`src/verilog/cesf_defs.vh`:
```
// Purpose: Register map, field positions, reset values and thresholds of the CAN error state and filter status block.
// Assumes: 32-bit register port, word indices as offsets.
// Notes: Offsets are register indices; byte address is four times the index.
`ifndef CESF_DEFS_VH
`define CESF_DEFS_VH

// ==========================================================================
// Register indices
`define CESF_IDX_ERR_COUNT 4'h0
`define CESF_IDX_FIFO_PEND 4'h1
`define CESF_IDX_FILT_CTRL 4'h2
`define CESF_IDX_IRQ_STAT 4'h3
`define CESF_IDX_IRQ_MASK 4'h4
`define CESF_IDX_FIFO_IEN 4'h5

// ==========================================================================
// Error count register fields
`define CESF_TXCNT_LSB 8
`define CESF_RXCNT_LSB 0
`define CESF_TX_BUS_OFF_FLAG_BIT 21
`define CESF_TX_PASSIVE_FLAG_BIT 20
`define CESF_RX_PASSIVE_FLAG_BIT 19
`define CESF_TX_WARNING_FLAG_BIT 18
`define CESF_RX_WARNING_FLAG_BIT 17
`define CESF_ANY_WARNING_FLAG_BIT 16

// ==========================================================================
// Filter control fields
`define CESF_F1_ON_BIT 15
`define CESF_F0_ON_BIT 7
`define CESF_FILT_RESET 32'h00000000

// ==========================================================================
// Fault confinement thresholds and steps
`define CESF_WARN_LEVEL 9'h060
`define CESF_PASSIVE_LEVEL 9'h080
`define CESF_BUSOFF_LEVEL 9'h100
`define CESF_TX_ERR_STEP 9'h008
`define CESF_RX_ERR_STEP 9'h001
`define CESF_RX_PRIMARY_STEP 9'h008
`define CESF_RX_RESTART 9'h078

// ==========================================================================
// Interrupt status bits
`define CESF_IRQ_WARN 0
`define CESF_IRQ_PASSIVE 1
`define CESF_IRQ_BUSOFF 2
`define CESF_IRQ_WIDTH 3

`endif

```
`src/verilog/cesf_fault_counter.v`:
```
// Purpose: One CAN fault confinement counter with its warning and passive state.
// Assumes: Event inputs are single-cycle pulses.
// Notes: Count is nine bits so that 256 and above can be represented.
`timescale 1ns/10ps
`include "cesf_defs.vh"

module cesf_fault_counter #(
   parameter [8:0] ERR_STEP = 9'h001,
   parameter [8:0] BIG_STEP = 9'h008,
   parameter [8:0] LIMIT = 9'h100
) (
   input wire ref_clk,
   input wire rst,
   input wire err_pulse,
   input wire big_err_pulse,
   input wire ok_pulse,
   input wire restart,
   output reg [8:0] count,
   output wire warning,
   output wire passive
);

   reg [8:0] next_count;

   // ========================================================================
   // Counter update.
   always @* begin
      next_count = count;
      if (restart) begin
         next_count = 9'h000;
      end else if (big_err_pulse) begin
         next_count = (count > LIMIT - BIG_STEP) ? LIMIT : count + BIG_STEP;
      end else if (err_pulse) begin
         next_count = (count > LIMIT - ERR_STEP) ? LIMIT : count + ERR_STEP;
      end else if (ok_pulse && count != 9'h000 && count < LIMIT) begin
         next_count = count - 9'h001;
      end
   end

   always @(posedge ref_clk) begin
      if (rst) begin
         count <= 9'h000;
      end else begin
         count <= next_count;
      end
   end

   // ========================================================================
   // Derived states.
   assign passive = (count >= `CESF_PASSIVE_LEVEL);
   assign warning = (count >= `CESF_WARN_LEVEL) && (count < `CESF_PASSIVE_LEVEL);

endmodule

```
`src/verilog/cesf_filter_slot.v`:
```
// Purpose: Control fields of one acceptance filter with a write lock.
// Assumes: Field byte is laid out as enable, mask choice, queue choice.
// Notes: Fields other than enable change only while the filter is off.
`timescale 1ns/10ps

module cesf_filter_slot (
   input wire ref_clk,
   input wire rst,
   input wire wr_en,
   input wire [7:0] wr_byte,
   output reg filter_on,
   output reg [1:0] mask_choice,
   output reg [4:0] queue_choice
);

   // ========================================================================
   // Field storage.
   always @(posedge ref_clk) begin
      if (rst) begin
         filter_on <= 1'b0;
         mask_choice <= 2'h0;
         queue_choice <= 5'h00;
      end else if (wr_en) begin
         filter_on <= wr_byte[7];
         if (!filter_on) begin
            mask_choice <= wr_byte[6:5];
            queue_choice <= wr_byte[4:0];
         end
      end
   end

endmodule

```
`src/verilog/cesf_top.v`:
```
// Purpose: CAN error state, FIFO pending status and acceptance filter control registers.
// Assumes: Register port with one-cycle strobes; read data in the following cycle.
// Notes: Offsets are word indices; unmapped reads return zero.
// How it works
// - Transmit bus-off flag set while transmit count is 256 or more.
// - Transmit passive flag set while transmit count is 128 or more.
// - Receive passive flag set while receive count is 128 or more.
// - Transmit warning flag set while transmit count is 96 to 127.
// - Receive warning flag set while receive count is 96 to 127.
// - Combined warning flag is the OR of both warning flags.
// - Transmit count in bits 15:8, receive count in 7:0, read only.
// - Error count register bits 31:22 read as zero.
// - One pending bit per FIFO, set when an enabled interrupt is pending.
// - Filter enables sit at bit 15 and bit 7; one enables.
// - Two-bit mask choice picks acceptance mask 0 to 3.
// - Five-bit queue choice picks destination FIFO 0 to 31.
// - Mask and queue fields change only while that filter is disabled.
`timescale 1ns/10ps
`include "cesf_defs.vh"

module cesf_top #(
   parameter NUM_FIFOS = 32
) (
   input wire ref_clk,
   input wire rst,
   input wire [3:0] reg_addr,
   input wire [31:0] reg_wdata,
   input wire reg_write,
   input wire reg_read,
   output reg [31:0] reg_rdata,
   input wire tx_error,
   input wire tx_success,
   input wire rx_error,
   input wire rx_primary_error,
   input wire rx_success,
   input wire busoff_recovered,
   input wire [NUM_FIFOS-1:0] fifo_event,
   output wire irq,
   output wire tx_bus_off_flag,
   output wire tx_passive_flag,
   output wire rx_passive_flag,
   output wire tx_warning_flag,
   output wire rx_warning_flag,
   output wire any_warning_flag,
   output wire filter0_on,
   output wire [1:0] filter0_mask_choice,
   output wire [4:0] filter0_queue_choice,
   output wire filter1_on,
   output wire [1:0] filter1_mask_choice,
   output wire [4:0] filter1_queue_choice
);

   wire [8:0] tx_count;
   wire [8:0] rx_count;
   wire tx_passive_raw;
   wire tx_bus_off_raw;
   wire [7:0] tx_fault_count;
   wire [7:0] rx_fault_count;
   reg [NUM_FIFOS-1:0] fifo_raw;
   reg [NUM_FIFOS-1:0] fifo_ien;
   wire [NUM_FIFOS-1:0] queue_irq_pending;
   reg [`CESF_IRQ_WIDTH-1:0] irq_stat;
   reg [`CESF_IRQ_WIDTH-1:0] irq_mask;
   reg [`CESF_IRQ_WIDTH-1:0] prev_state;
   wire [`CESF_IRQ_WIDTH-1:0] cur_state;
   wire [`CESF_IRQ_WIDTH-1:0] state_rise;
   wire [31:0] err_word;
   wire [31:0] filt_word;
   reg [31:0] next_rdata;
   wire wr_filt;
   wire wr_istat;
   wire wr_imask;
   wire wr_ien;

   // ========================================================================
   // Address decode.
   assign wr_filt = reg_write && (reg_addr == `CESF_IDX_FILT_CTRL);
   assign wr_istat = reg_write && (reg_addr == `CESF_IDX_IRQ_STAT);
   assign wr_imask = reg_write && (reg_addr == `CESF_IDX_IRQ_MASK);
   assign wr_ien = reg_write && (reg_addr == `CESF_IDX_FIFO_IEN);

   // ========================================================================
   // Fault counters.
   cesf_fault_counter #(
      .ERR_STEP(`CESF_TX_ERR_STEP),
      .BIG_STEP(`CESF_TX_ERR_STEP),
      .LIMIT(`CESF_BUSOFF_LEVEL)
   ) u_tx_counter (
      .ref_clk(ref_clk),
      .rst(rst),
      .err_pulse(tx_error),
      .big_err_pulse(1'b0),
      .ok_pulse(tx_success),
      .restart(busoff_recovered && tx_bus_off_raw),
      .count(tx_count),
      .warning(tx_warning_flag),
      .passive(tx_passive_raw)
   );

   cesf_fault_counter #(
      .ERR_STEP(`CESF_RX_ERR_STEP),
      .BIG_STEP(`CESF_RX_PRIMARY_STEP),
      .LIMIT(`CESF_PASSIVE_LEVEL)
   ) u_rx_counter (
      .ref_clk(ref_clk),
      .rst(rst),
      .err_pulse(rx_error),
      .big_err_pulse(rx_primary_error),
      .ok_pulse(rx_success),
      .restart(busoff_recovered && tx_bus_off_raw),
      .count(rx_count),
      .warning(rx_warning_flag),
      .passive(rx_passive_flag)
   );

   assign tx_bus_off_raw = (tx_count >= `CESF_BUSOFF_LEVEL);
   assign tx_bus_off_flag = tx_bus_off_raw;
   assign tx_passive_flag = tx_passive_raw;
   assign any_warning_flag = tx_warning_flag | rx_warning_flag;
   assign tx_fault_count = tx_bus_off_raw ? 8'hFF : tx_count[7:0];
   assign rx_fault_count = rx_count[7:0];

   // ========================================================================
   // FIFO pending status.
   always @(posedge ref_clk) begin
      if (rst) begin
         fifo_raw <= {NUM_FIFOS{1'b0}};
         fifo_ien <= {NUM_FIFOS{1'b0}};
      end else begin
         fifo_raw <= fifo_event;
         if (wr_ien) begin
            fifo_ien <= reg_wdata[NUM_FIFOS-1:0];
         end
      end
   end

   assign queue_irq_pending = fifo_raw & fifo_ien;

   // ========================================================================
   // Acceptance filters.
   cesf_filter_slot u_filter0 (
      .ref_clk(ref_clk),
      .rst(rst),
      .wr_en(wr_filt),
      .wr_byte(reg_wdata[7:0]),
      .filter_on(filter0_on),
      .mask_choice(filter0_mask_choice),
      .queue_choice(filter0_queue_choice)
   );

   cesf_filter_slot u_filter1 (
      .ref_clk(ref_clk),
      .rst(rst),
      .wr_en(wr_filt),
      .wr_byte(reg_wdata[15:8]),
      .filter_on(filter1_on),
      .mask_choice(filter1_mask_choice),
      .queue_choice(filter1_queue_choice)
   );

   // ========================================================================
   // Interrupt status and mask.
   assign cur_state = {tx_bus_off_raw, tx_passive_raw | rx_passive_flag, any_warning_flag};
   assign state_rise = cur_state & ~prev_state;

   always @(posedge ref_clk) begin
      if (rst) begin
         prev_state <= {`CESF_IRQ_WIDTH{1'b0}};
         irq_stat <= {`CESF_IRQ_WIDTH{1'b0}};
         irq_mask <= {`CESF_IRQ_WIDTH{1'b0}};
      end else begin
         prev_state <= cur_state;
         if (wr_istat) begin
            irq_stat <= (irq_stat & ~reg_wdata[`CESF_IRQ_WIDTH-1:0]) | state_rise;
         end else begin
            irq_stat <= irq_stat | state_rise;
         end
         if (wr_imask) begin
            irq_mask <= reg_wdata[`CESF_IRQ_WIDTH-1:0];
         end
      end
   end

   assign irq = |(irq_stat & irq_mask);

   // ========================================================================
   // Read data.
   assign err_word = {10'h000, tx_bus_off_flag, tx_passive_flag, rx_passive_flag,
                      tx_warning_flag, rx_warning_flag, any_warning_flag,
                      tx_fault_count, rx_fault_count};
   assign filt_word = {16'h0000, filter1_on, filter1_mask_choice, filter1_queue_choice,
                       filter0_on, filter0_mask_choice, filter0_queue_choice};

   always @* begin
      next_rdata = 32'h00000000;
      case (reg_addr)
         `CESF_IDX_ERR_COUNT: next_rdata = err_word;
         `CESF_IDX_FIFO_PEND: next_rdata = queue_irq_pending;
         `CESF_IDX_FILT_CTRL: next_rdata = filt_word;
         `CESF_IDX_IRQ_STAT: next_rdata = {29'h00000000, irq_stat};
         `CESF_IDX_IRQ_MASK: next_rdata = {29'h00000000, irq_mask};
         `CESF_IDX_FIFO_IEN: next_rdata = fifo_ien;
         default: next_rdata = 32'h00000000;
      endcase
   end

   always @(posedge ref_clk) begin
      if (rst) begin
         reg_rdata <= 32'h00000000;
      end else if (reg_read) begin
         reg_rdata <= next_rdata;
      end else begin
         reg_rdata <= 32'h00000000;
      end
   end

endmodule

```
`config.mk`:
```
export PLATFORM = sky130hd
export DESIGN_NAME = cesf_top
export DESIGN_NICKNAME = d
export VERILOG_FILES = /design/src/verilog/cesf_fault_counter.v /design/src/verilog/cesf_filter_slot.v /design/src/verilog/cesf_top.v
export VERILOG_INCLUDE_DIRS = /design/src /design/src/verilog
export SDC_FILE = /design/constraint.sdc
export NUM_CORES = 1
export LEC_CHECK = 0
export ABC_AREA = 1
export BUFFER_PORTS_ARGS = -buffer_cell sky130_fd_sc_hd__clkbuf_2
export CAP_MARGIN = 30
export CORE_ASPECT_RATIO = 1.25
export CORE_MARGIN = 2
export CORE_UTILIZATION = 35
export DETAILED_ROUTE_END_ITERATION = 6
export REMOVE_ABC_BUFFERS = 1
export SLEW_MARGIN = 40
export SYNTH_ARGS = -nofsm -noshare
export SYNTH_HDL_FRONTEND = slang
export SYNTH_SLANG_ARGS = --single-unit
```
`constraint.sdc`:
```
create_clock -name ref_clk -period 2.8 [get_ports ref_clk]
set_input_delay 0.56 -clock ref_clk [delete_from_list [all_inputs] [get_ports ref_clk]]
set_output_delay 0.56 -clock ref_clk [all_outputs]
set_load 0.02 [all_outputs]
```
# Yosys cells after proc, flatten, opt, wreduce, memory -nomap -nowiden

Cells that the tools add are included.
Widths: inputs -> output; s select.

Flip-flop bits (word level): 139
Input port bits: 78
Logic and storage cells: 80

$add $sub $neg: 5
Magnitude comparators: 11
Equality and inequality tests: 5
Muxes and demuxes: 11
Bitwise gates (word level): 13
Reduce and logical (&&, ||, !) cells: 21

Operator list:

| cell                | number |
|---|---|
| $pmux 32 s6         | 1 |
| $mux 9              | 8 |
| $and 32x32->32      | 1 |
| $add 9x4->9 const B | 2 |
| $ge 9x7->1 const B  | 2 |
| $ge 9x8->1 const B  | 2 |
| $gt 9x7->1 const B  | 2 |
| $lt 9x8->1 const B  | 2 |
| $reduce_bool 9->1   | 2 |
| $sub 9x1->9 const B | 2 |
| $logic_and 1x1->1   | 11 |
| $add 9x1->9 const B | 1 |
| $and 3x3->3         | 3 |
| $ge 9x9->1 const B  | 1 |
| $gt 9x8->1 const B  | 1 |
| $lt 9x9->1 const B  | 1 |
| $eq 4x2->1 const B  | 2 |
| $eq 4x3->1 const B  | 2 |
| $mux 8              | 1 |
| $not 3->3           | 2 |
| $or 3x3->3          | 2 |
| $eq 4x1->1 const B  | 1 |
| $logic_not 4->1     | 1 |
| $reduce_and 2->1    | 2 |
| 7 further kinds     | 11 |

# Depth between registers and ports, before layout

Gate-level depths: netlist of the first run.

Depth in word-level cells: 6
Mapped depth: 12

# Cells and area by module

From an unflattened synthesis of the first run, not the netlist that was laid out.

Cells, all modules: 949
Area, all modules: 6550.0 µm²

By module, submodules not included:

| module                            | instances | cells an instance | area an instance (µm²) |
|---|---|---|---|
| cesf_top                          | 1         | 565               | 4105.2 |
| cesf_fault_counter (u_rx_counter) | 1         | 170               | 1004.7 |
| cesf_fault_counter (u_tx_counter) | 1         | 112               | 747.0 |
| cesf_filter_slot                  | 2         | 51                | 346.6 |

# Least setup slack after synthesis of the first run

Ideal clock, no wire load.

Path kind: register -> output
From: register u_rx_counter.count[7]
To: output any_warning_flag
Arrival: 1.177 ns
Required time: 2.240 ns
Setup slack: 1.063 ns
Cell stages (with the launch flop): 6
Buffers on the path: 0
Path through: dfxtp_1 inv_2 nand2_1 nor2_2 inv_1 nand2_1

Cells in the longest elaborated chain, start to end: 3
Elaborated cells on any way between the ends: 4
Those cells by class: order compare (2); bitwise (1); reduce/logical (1)

Ends and longest elaborated chain:

| item                                               | RTL line                | source |
|---|---|---|
| start, declared                                    | cesf_fault_counter.v:18 | `output reg [8:0] count,` |
| start signal, assigned                             | cesf_fault_counter.v:44 | `count <= next_count;` |
| $ge 9x7->1 (no line) or $lt 9x8->1 (tied branches) | n/a                     |  |
| $logic_and 1x1->1 (*)                              | cesf_fault_counter.v:51 | `` assign warning = (count >= `CESF_WARN_LEVEL) && (count < `CESF_PASSIVE_LEVEL); `` |
| net rx_warning_flag                                | cesf_top.v:43           | `output wire rx_warning_flag,` |
| $or 1x1->1 (*)                                     | cesf_top.v:119          | `assign any_warning_flag = tx_warning_flag \| rx_warning_flag;` |
| end, declared                                      | cesf_top.v:44           | `output wire any_warning_flag,` |

Mark *: on every way through the listed nets, which the timed path passes. The rest lies on a longest branch.

# Worst setup path after layout of the first run

From: register u_rx_counter.count[7]
To: output any_warning_flag

Cells in the longest elaborated chain, start to end: 3
Elaborated cells on any way between the ends: 4
Those cells by class: order compare (2); bitwise (1); reduce/logical (1)

Ends and longest elaborated chain:

| item                                               | RTL line |
|---|---|
| $ge 9x7->1 (no line) or $lt 9x8->1 (tied branches) | n/a |
| $logic_and 1x1->1 (*)                              | cesf_fault_counter.v:51 |
| $or 1x1->1 (*)                                     | cesf_top.v:119 |

Every way passes the cells marked *; elsewhere a longest branch is shown, timed or not.

==> out/results.tsv, run 1 <==
stage	metric	value	unit
synth	yosysTopAreaCell	dfxtp_1	
power	p_per_area	688	nW/um^2
grt	globalRouteOverflowTotal	0	
sta	hold_viol_final	0	
synth	synth_seq_cells	139	
worst_setup_path	critPathLaunch	u_rx_counter.count[7]	
placement	place.detailed.hpwl	12800	um
worst_setup_path	startpoint_type	flip-flop	
routing	first_pass_iters	5	
final_layout	areaGrowthSynthToFinish	21.9	%
grt	grt_pass1_vias	5508	
worst_setup_path	r2r-end	u_rx_counter.count[5]	
sta	finalCritPeriodShare	0.836	
final_layout	instances_no_fill	1191	
sta	setup_slack	0.460	ns
power	ir_drop	410	uV
cts	postCtsSetupBuffers	0	
floorplan	core_area	17300	um^2
cts	cts_resized	0	
floorplan	dieHeight	152	um
sta	fin_worst_skew	0.00763	ns
grt	track_usage	0.198	
synth	synth_ff_type	dfxtp_1	
sta	max-slew-margin-rel	0.500	
final_layout	antenna_cells	0	
cts	clock-sinks	139	
synth	synthDistinctLibCells	38	
synth	yosys-top-cells-area	dfxtp_1 45%, a21oi_1 9.3%, nand2_1 8.4%, inv_1 6.9%, nor2_1 5.5%	
sta	post-route-min-period	2.34	ns
cts	clock_latency	0.42	ns
cts	cts.path.max_buffers	2	
floorplan	die_area	18600	um^2
sta	rsz0062_at_grt	no	
synth	async_flop_share	0	
worst_setup_path	r2r_slack	0.91	ns
sta	slew_viol_final	0	
synth	syn_avg_cell_area	7.39	um^2
routing	dr.first_iter.drc_count	437	
cts	htree_levels	4	
floorplan	start_util	0.355	
floorplan	die_w	122	um
routing	antenna_left	0	
worst_setup_path	worstSetupPathType	flip-flop to output port	
sta	fmax	427	MHz
synth	synth_cells	830	
cts	holdBufCountCts	0	
cts	root_buffer	clkbuf_16	
power	p_total	5.15	mW
final_layout	drive_gt1_frac	0.209	
sta	worst_pin_slew	0.748	ns
routing	drc	0	
worst_setup_path	cp.arrival	1.78	ns
routing	drt_wl_total	17800	um
run_status	status	finished clean	
worst_hold_path	min_path_cells	3	
sta	setup_viol	0	
worst_hold_path	min_path_type	input pin to flip-flop	
run	max-cap-violations	0	
worst_setup_path	cp_max_fo	6	
worst_setup_path	endpoint	any_warning_flag	
power	p_leak	3.42	nW
final_layout	nNetsFinal	1042	
cts	cts_buffers	17	
grt	grt_first_pass_wirelength	28500	um
floorplan	num_rows	54	
synth	yosysWarnings	0	
grt	grt_start_max_net_pins	54	
placement	placed_cells	1159	
routing	drt-vias-per-instance	4.82	
synth	yosysSeqAreaShare	0.453	
sta	fin_setup_tns	0	ns
synth	synth_edf_count	0	
worst_setup_path	r2r-start	u_rx_counter.count[3]	
synth	netlist.area_leader.share	0.453	
placement	port_buffers	132	
final_layout	final_util	0.433	
placement	pre_cts_ws	0.570	ns
worst_setup_path	cp.required	2.24	ns
cts	cts_tree	yes	
placement	gp_congestion	0.898	
cts	path_clk_slew	0.07	ns
routing	vias	5736	
worst_setup_path	end_kind	output port	
routing	wl_per_cell	15.0	um
worst_setup_path	reg2regPathDepth	10	
grt	grt_antenna_before_repair	0	
floorplan	pin_count	133	
synth	synth_area	6140	um^2
power breakdown:
part / total (mW) / leakage [nW] / switching, mW / internal, mW
logic: 0.816 / 2.02 / 0.531 / 0.285
registers: 2.16 / 1.13 / 0.0880 / 2.07
clock network: 2.17 / 0.276 / 0.926 / 1.24
cells by family after synthesis:
| group | synth area share |
|---|---|
| simple gates | 0.225 |
| compound gates | 0.172 |
| buf+inv | 0.114 |
| flops | 0.453 |
| xor+xnor | 0.0157 |
| fa+ha+maj | 0.0204 |
Yosys cell counts (3+ instances only):
library cell / number
nand2_1: 137
a211oi_1: 3
nor2_1: 90
nor2_4: 3
buf_1: 4
buf_6: 10
o22ai_1: 12
dfxtp_1: 139
a21oi_1: 114
inv_2: 4
nor3_1: 12
o2111ai_1: 4
buf_2: 10
xor2_1: 9
buf_4: 4
o21ai_1: 5
nand3_1: 49
clkbuf_1: 10
inv_1: 113
nand4_1: 6
ha_1: 10
o21ai_0: 52
a31oi_1: 4
nor2_2: 4
nand2_2: 7
registers in the layout, summed over array words and instances (netlist names):
signal and cells:
u_filter1.mask_choice 2, u_filter1.queue_choice 5, irq_mask 3, u_filter1.filter_on 1
prev_state 3, u_filter0.mask_choice 2, u_rx_counter.count 9, reg_rdata 32
u_filter0.filter_on 1, u_filter0.queue_choice 5, fifo_raw 32, u_tx_counter.count 9
irq_stat 3, fifo_ien 32
cells in the final DEF (no fill, tap or decap), types with 2 or more instances in the layout:
cell type,n
xnor2_1,2
buf_4,11
o21ai_0,52
a21oi_1,114
nor2_4,3
inv_8,2
o2111ai_1,4
a31oi_1,4
clkinv_4,3
clkinv_2,2
inv_2,4
inv_1,113
nand4_1,6
nand3_1,49
nor3_1,12
xor2_1,9
clkbuf_2,132
dfxtp_1,139
a211oi_1,3
nor2_1,90
nand2_4,2
nor2_2,4
o21ai_1,5
o22ai_1,12
ha_1,10
clkinvlp_4,2
nand2_2,7
inv_6,5
clkbuf_16,17
nand2_1,137
how the worst min path moves through the flow:
stage / start / to / slack (ns)
finish: fifo_event[29] / fifo_raw[29] / 0.32
global route: fifo_event[29] / fifo_raw[29] / 0.31
CTS: fifo_event[29] / fifo_raw[29] / 0.31
detailed placement: fifo_ien[4] / fifo_ien[4] / 0.44
global placement: fifo_ien[4] / fifo_ien[4] / 0.44
floorplan: fifo_ien[22] / reg_rdata[22] / 0.42
stage by stage:
| stage | area (um^2) | hold slack (ns) |
|---|---|---|
| final | 7480 | 0.320 |
| after global routing | 7480 | 0.312 |
| after CTS | 7480 | 0.306 |
| after detailed placement | 6920 | 0.437 |
| after global placement | 6920 | 0.436 |
| after floorplan | 5890 | 0.424 |
worst max-delay path, stage by stage, from the launching register on:
cell and delay, ns:
dfxtp_1 0.41, inv_2 0.16, nand2_1 0.09, nor2_2 0.23, inv_1 0.10, nand2_1 0.17
clkbuf_2 0.20
per-layer routing:
metal	routed length, um	track usage	vias up
met2	9010	0.340	160
met5	0	0	-
met3	923	0.0458	25
met4	436	0.0739	0
met1	7470	0.236	2623
li1	-	-	2928
layout make-up:
cell class | count | area [um^2]
inverter | 119 | 452
sequential | 139 | 2780
tap | 224 | 280
clock inverter | 14 | 139
clock buffer | 18 | 429
timing repair buffer | 143 | 743
multi-input combinational | 534 | 2660
fill | 1858 | 9810
No activity file was read; power rests on OpenSTA's default activity.
==> run 2: changes to the inputs <==
==> constraint.sdc (replaced) <==
create_clock -name ref_clk -period 2.3 [get_ports ref_clk]
set_input_delay 0.46 -clock ref_clk [delete_from_list [all_inputs] [get_ports ref_clk]]
set_output_delay 0.46 -clock ref_clk [all_outputs]
set_load 0.02 [all_outputs]
==> run 2 against run 1 <==
Effect of this change: final cell count grew 0.34%; sequential share of layout area shrank 0.18 points; via count down 0.23%; die area unchanged; worst setup slack got worse by 0.24 ns; combinational power rose by 23%; global-route usage is 0.062 points lower; design area up 0.48%; clock power increased by 22%; non-clock buffer count is 5 higher; largest power group unchanged; highest routed layer unchanged.
==> out/results.tsv, run 2 (synthesis gave the netlist of run 1 again) <==
stage	metric	value	unit	change
power	p_per_area	834	nW/um^2	was 688 nW/um^2
grt	met2_usage	0.337		was 0.340
worst_setup_path	end_kind	output port		unchanged
sta	hold_viol_final	0		unchanged
power	p_leak	3.45	nW	was 3.42 nW
final_layout	antenna_cells	0		unchanged
routing	drt-vias-per-instance	4.79		was 4.82
placement	place_area	6950	um^2	was 6920 um^2
routing	drc	0		unchanged
placement	port_buffers	132		unchanged
routing	wl_per_cell	14.9	um	was 15.0 um
final_layout	ff_latch_area	2780	um^2	unchanged
cts	path_clk_slew	0.06	ns	was 0.07 ns
final_layout	multi_input_area	2660	um^2	unchanged
cts	htree_levels	4		unchanged
cts	clock-sinks	139		unchanged
cts	cts_buffers	17		unchanged
floorplan	pin_count	133		unchanged
grt	grt.busiest_layer	met2		unchanged
sta	setup_viol	0		unchanged
final_layout	layout_common_cells	139 x dfxtp_1, 137 x nand2_1, 132 x clkbuf_2, 114 x a21oi_1, 113 x inv_1		unchanged
floorplan	start_util	0.355		unchanged
final_layout	num-fill-cells	1847		was 1,858
floorplan	num_rows	54		unchanged
grt	grt_antenna_before_repair	0		unchanged
floorplan	dieHeight	152	um	unchanged
worst_hold_path	min_path_cells	3		unchanged
grt	grt_first_pass_wirelength	28300	um	was 28,500 um
grt	gr-usage-met1	0.229		was 0.236
grt	globalRouteOverflowTotal	0		unchanged
worst_setup_path	cp_max_fo	7		was 6
floorplan	die_area	18600	um^2	unchanged
run_status	status	finished clean		unchanged
final_layout	final_common_cell	dfxtp_1		unchanged
worst_setup_path	cp.arrival	1.62	ns	was 1.78 ns
routing	vias	5723		was 5,736
grt	grtUsageMet3	0.0462		was 0.0458
cts	clock_latency	0.42	ns	about the same
floorplan	die_w	122	um	unchanged
cts	holdBufCountCts	0		unchanged
sta	rsz0062_at_grt	no		unchanged
sta	fin_setup_tns	0	ns	unchanged
final_layout	drive_gt1_frac	0.212		was 0.209
cts	cts.path.max_buffers	2		unchanged
placement	gp_congestion	0.933		was 0.898
sta	finalCritPeriodShare	0.903		
worst_hold_path	min_path_type	input pin to flip-flop		unchanged
grt	grt_pass1_vias	5567		was 5,508
worst_setup_path	worstSetupPathType	flip-flop to output port		unchanged
worst_setup_path	reg2regPathDepth	10		unchanged
worst_setup_path	startpoint_type	flip-flop		unchanged
sta	fin_worst_skew	0.00925	ns	was 0.00763 ns
power	ir_drop	407	uV	was 410 uV
cts	cts_resized	0		unchanged
routing	first_pass_iters	5		unchanged
final_layout	areaGrowthSynthToFinish	22.5	%	was 21.9%
run	max-cap-violations	0		unchanged
sta	max-slew-margin-rel	0.676		was 0.500
final_layout	reg.largest.list	fifo_ien (32), fifo_raw (32), reg_rdata (32)		unchanged
worst_setup_path	cp.required	1.84	ns	was 2.24 ns
sta	worst_pin_slew	0.485	ns	was 0.748 ns
floorplan	core_area	17300	um^2	unchanged
grt	track_usage	0.197		was 0.198
routing	antenna_left	0		unchanged
sta	fmax	481	MHz	
final_layout	nNetsFinal	1047		was 1,042
grt	grt_start_max_net_pins	54		unchanged
routing	dr.first_iter.drc_count	358		was 437
cts	postCtsSetupBuffers	0		unchanged
final_layout	final_util	0.435		was 0.433
sta	slew_viol_final	0		unchanged
cts	root_buffer	clkbuf_16		unchanged
final_layout	stdcell_area	7520	um^2	was 7480 um^2
cts	cts_tree	yes		unchanged
sta	post-route-min-period	2.08	ns	
routing	drt_wl_total	17800	um	about the same
placement	place.detailed.hpwl	13000	um	was 12,800 um
==> run 2: cell type report <==
class	count	area share
Inverter	119	0.0601
Multi-Input combinational cell	534	0.353
Timing Repair Buffer	148	0.104
Clock inverter	12	0.0165
Clock buffer	19	0.0589
Sequential cell	139	0.370
Tap cell	224	0.0373
==> run 2: path summary, 6_finish.rpt <==
check / startpoint / end / slack, ns
worst min register to register: fifo_ien[31] / reg_rdata[31] / 0.44
worst min-delay path: fifo_event[31] / fifo_raw[31] / 0.22
worst max-delay path: u_tx_counter.count[5] / any_warning_flag / 0.22
worst max register to register: u_rx_counter.count[4] / u_rx_counter.count[5] / 0.54
==> run 2: power by group <==
part	internal (mW)	switching, mW	total (mW)	leakage [nW]
sequential	2.52	0.0976	2.62	1.13
combinational	0.354	0.650	1.00	2.04
clock	1.61	1.04	2.65	0.271
total	4.48	1.79	6.27	3.45
==> run 2: metal layers <==
layer | part of all wire | vias to the layer above
met5 | 0 | -
met4 | 0.034 | 0
met3 | 0.046 | 32
met2 | 0.49 | 150
met1 | 0.43 | 2609
li1 | - | 2932
==> run 2: stage by stage <==
step | power, mW | hold WS [ns] | setup slack [ns] | instances
final | 6.27 | 0.223 | 0.222 | 1195
after global routing | 6.59 | 0.221 | 0.0926 | 1195
after CTS | 6.32 | 0.212 | 0.195 | 1195
after detailed placement | 3.67 | 0.437 | 0.469 | 1164
after global placement | 3.66 | 0.435 | 0.534 | 1164
after floorplan | 3.30 | 0.424 | 0.520 | 792
==> run 2: worst max-delay path: stages (launching register included) <==
cell	delay [ns]
dfxtp_1	0.45
nand2_1	0.10
inv_2	0.07
nand2_1	0.17
nand2_1	0.21
clkbuf_2	0.20
==> run 3: changes to the inputs <==
--- a/config.mk
+++ b/config.mk
@@ -6,9 +6,8 @@
 export SDC_FILE = /design/constraint.sdc
 export NUM_CORES = 1
 export LEC_CHECK = 0
-export ABC_AREA = 1
-export BUFFER_PORTS_ARGS = -buffer_cell sky130_fd_sc_hd__clkbuf_2
-export CAP_MARGIN = 30
+export BUFFER_PORTS_ARGS = -buffer_cell sky130_fd_sc_hd__buf_2
+export CAP_MARGIN = 15
 export CORE_ASPECT_RATIO = 1.25
 export CORE_MARGIN = 2
 export CORE_UTILIZATION = 35
==> run 3 against run 2 <==
Effect of this change: combinational power barely moved; area after synthesis fell by 5.2%; maximum frequency down 6.1%; count of clock-buffer cells in the layout is 2 higher; critical path depth fell by 1; synthesized cell count decreased by 17%.
==> out/results.tsv, run 3 <==
stage	metric	value	unit	change
run	max-cap-violations	0		unchanged
synth	syn_avg_cell_area	8.48	um^2	was 7.39 um^2
cts	holdBufCountCts	0		unchanged
worst_setup_path	worstSetupPathDepth	4		was 5
cts	htree_levels	4		unchanged
placement	place.detailed.hpwl	12100	um	was 13,000 um
floorplan	pin_count	133		unchanged
run_status	status	finished clean		unchanged
synth	async_flop_share	0		unchanged
placement	gp_congestion	0.872		was 0.933
power	p_switching	1.74	mW	was 1.79 mW
final_layout	drive_gt1_frac	0.250		was 0.212
worst_hold_path	min_path_type	input pin to flip-flop		unchanged
worst_setup_path	worstSetupPathType	flip-flop to output port		unchanged
synth	synth.top_cells.by_count	139 x dfxtp_1, 111 x nand2_1, 72 x a21oi_1		was 139 x dfxtp_1, 137 x nand2_1, 114 x a21oi_1
synth	synth_ff_type	dfxtp_1		unchanged
final_layout	stdcell_area	7340	um^2	was 7520 um^2
grt	grt_first_pass_wirelength	27100	um	was 28,300 um
worst_setup_path	crit_chain	and3_1, nor2_2, inv_1, buf_2		was nand2_1, inv_2, nand2_1, nand2_1, clkbuf_2
final_layout	layout_common_cells	138 x dfxtp_1, 131 x buf_2, 111 x nand2_1, 72 x a21oi_1, 46 x nor2_1		was 139 x dfxtp_1, 137 x nand2_1, 132 x clkbuf_2, 114 x a21oi_1, 113 x inv_1
routing	wl_per_cell	16.4	um	was 14.9 um
routing	antenna_left	0		unchanged
cts	postCtsSetupBuffers	0		unchanged
sta	worst_pin_slew	0.613	ns	was 0.485 ns
worst_setup_path	cpPeakStageDelay	0.57	ns	was 0.45 ns
grt	grt_pass1_vias	5157		was 5,567
placement	pre_cts_ws	0.302	ns	was 0.469 ns
final_layout	reg.largest.list	fifo_ien (32), fifo_raw (32), reg_rdata (32)		unchanged
cts	cts.path.max_buffers	2		unchanged
sta	post-route-min-period	2.21	ns	was 2.08 ns
synth	yosysTopAreaCell	dfxtp_1		unchanged
placement	place_area	6780	um^2	was 6950 um^2
power	p_per_area	846	nW/um^2	was 834 nW/um^2
cts	cts_buffers	17		unchanged
floorplan	core_area	16300	um^2	was 17,300 um^2
sta	fmax	452	MHz	was 481 MHz
cts	cts_tree	yes		unchanged
sta	rsz0062_at_grt	no		unchanged
cts	clock_latency	0.42	ns	about the same
floorplan	die_area	17700	um^2	was 18,600 um^2
final_layout	num-fill-cells	1687		was 1,847
sta	setup_viol	0		unchanged
worst_hold_path	min_path_cells	2		was 3
routing	vias	5353		was 5,723
synth	synthDistinctLibCells	57		was 38
synth	yosysWarnings	0		unchanged
worst_setup_path	cp.required	1.84	ns	about the same
synth	synth_cells	686		was 830
final_layout	areaGrowthSynthToFinish	26.2	%	was 22.5%
synth	synth_seq_cells	139		unchanged
worst_setup_path	reg2regPathDepth	5		was 10
worst_setup_path	cp_max_fo	11		was 7
cts	clock-sinks	139		unchanged
synth	yosysSeqAreaShare	0.478		was 0.453
worst_setup_path	startpoint_type	flip-flop		unchanged
worst_setup_path	path_buf_inv	2		unchanged
grt	grt_start_max_net_pins	36		was 54
routing	drc	0		unchanged
routing	drt-vias-per-instance	5.13		was 4.79
sta	finalCritPeriodShare	0.962		was 0.903
synth	netlist.area_leader.share	0.478		was 0.453
sta	hold_viol_final	0		unchanged
final_layout	final_common_cell	dfxtp_1		unchanged
floorplan	die_w	119	um	was 122 um
final_layout	nNetsFinal	904		was 1,047
sta	setup_slack	0.0881	ns	was 0.222 ns
routing	first_pass_iters	5		unchanged
floorplan	num_rows	52		was 54
cts	path_clk_slew	0.06	ns	about the same
grt	track_usage	0.196		was 0.197
worst_setup_path	critical_path.top_delay_family	flip-flops		was simple AND/OR/NAND/NOR gates
power	swShare	0.280		was 0.285
power	ir_drop	437	uV	was 407 uV
power	p_leak	3.08	nW	was 3.45 nW
worst_setup_path	cpMaxStageDelayCell	dfxtp_1		unchanged
synth	synth_edf_count	0		unchanged
worst_setup_path	end_kind	output port		unchanged
grt	globalRouteOverflowTotal	0		unchanged
power	intPower	4.48	mW	about the same
power	seqPwrFrac	0.428		was 0.418
worst_setup_path	cp.arrival	1.75	ns	was 1.62 ns
routing	dr.first_iter.drc_count	324		was 358
sta	fin_worst_skew	0.00908	ns	was 0.00925 ns
synth	yosysMostFrequentCell	dfxtp_1		unchanged
synth	synth_area	5820	um^2	was 6140 um^2
power	p_comb_frac	0.159		was 0.160
floorplan	start_util	0.358		was 0.355
final_layout	final_util	0.451		was 0.435
final_layout	antenna_cells	0		unchanged
sta	max-slew-margin-rel	0.587		was 0.676
floorplan	dieHeight	148	um	was 152 um
placement	port_buffers	132		unchanged
grt	grt_antenna_before_repair	0		unchanged
power	clkPwrFrac	0.412		was 0.422
routing	drt_wl_total	17100	um	was 17,800 um
cts	root_buffer	clkbuf_16		unchanged
sta	slew_viol_final	0		unchanged
synth	yosys-top-cells-area	dfxtp_1 48%, nand2_1 7.2%, a21oi_1 6.2%, nor2b_1 3.8%, nor2_1 3.0%		was dfxtp_1 45%, a21oi_1 9.3%, nand2_1 8.4%, inv_1 6.9%, nor2_1 5.5%
==> run 3: power groups by stage <==
| stage | logic [mW] | registers (mW) | clock network, mW |
|---|---|---|---|
| 2_1_floorplan | 0.585 | 2.69 | 0 |
| 3_3_place_gp | 0.980 | 2.71 | 0 |
| 3_5_place_dp | 0.984 | 2.71 | 0 |
| 4_1_cts | 0.989 | 2.66 | 2.61 |
| 5_1_grt | 1.10 | 2.68 | 2.72 |
| 6_report | 0.990 | 2.66 | 2.56 |
==> run 3: per-layer routing <==
layer  share of wire  up-vias  GRT usage
met1            0.41     2502      0.225
li1                -     2635          -
met2            0.51      181      0.349
met5               0        -          0
met3           0.057       35     0.0449
met4           0.025        0     0.0841
==> run 3: through the flow <==
stage | hold WS [ns] | setup TNS (ns) | total power [mW] | std cells
after detailed placement | 0.446 | 0 | 3.69 | 1013
after floorplan | 0.425 | -9.66 | 3.27 | 636
after global routing | 0.240 | 0 | 6.50 | 1044
after CTS | 0.229 | 0 | 6.26 | 1044
final | 0.245 | 0 | 6.21 | 1044
after global placement | 0.439 | 0 | 3.69 | 1013
==> run 3: worst paths after layout <==
kind | start | to | slack [ns]
setup / recovery | u_tx_counter.count[5] | any_warning_flag | 0.09
hold / removal | fifo_event[20] | fifo_raw[20] | 0.24
setup reg to reg | u_rx_counter.count[4] | u_rx_counter.count[2] | 0.19
hold reg to reg | fifo_ien[28] | fifo_ien[28] | 0.45
==> run 3: timing repair <==
action | CTS | global route
gates resized for setup | 1 | 1
setup endpoints to repair | 1 | 1
gates cloned | 0 | 0
==> run 3: area by class of cell <==
cell class                 count  area, um^2  share of cell area
inverter                      26        97.6              0.0133
sequential                   139        2780               0.379
multi-input combinational    471        2760               0.375
clock buffer                  21         460              0.0627
timing repair buffer         161         881               0.120
clock inverter                10        95.1              0.0129
tap                          216         270              0.0368
==> run 3: kinds of logic after synthesis <==
| group | synth area share |
|---|---|
| fa+ha+maj | 0.0215 |
| xor+xnor | 0.00602 |
| buf+inv | 0.0522 |
| flops | 0.478 |
| mux | 0.0189 |
| simple gates | 0.232 |
| compound gates | 0.192 |
==> run 3: worst reg2reg max path: stages, from the launching register on <==
cell and delay (ns):
dfxtp_1 0.51, ha_1 0.28, nand3_1 0.19, o21ai_0 0.55, o221ai_1 0.24, o221a_1 0.24
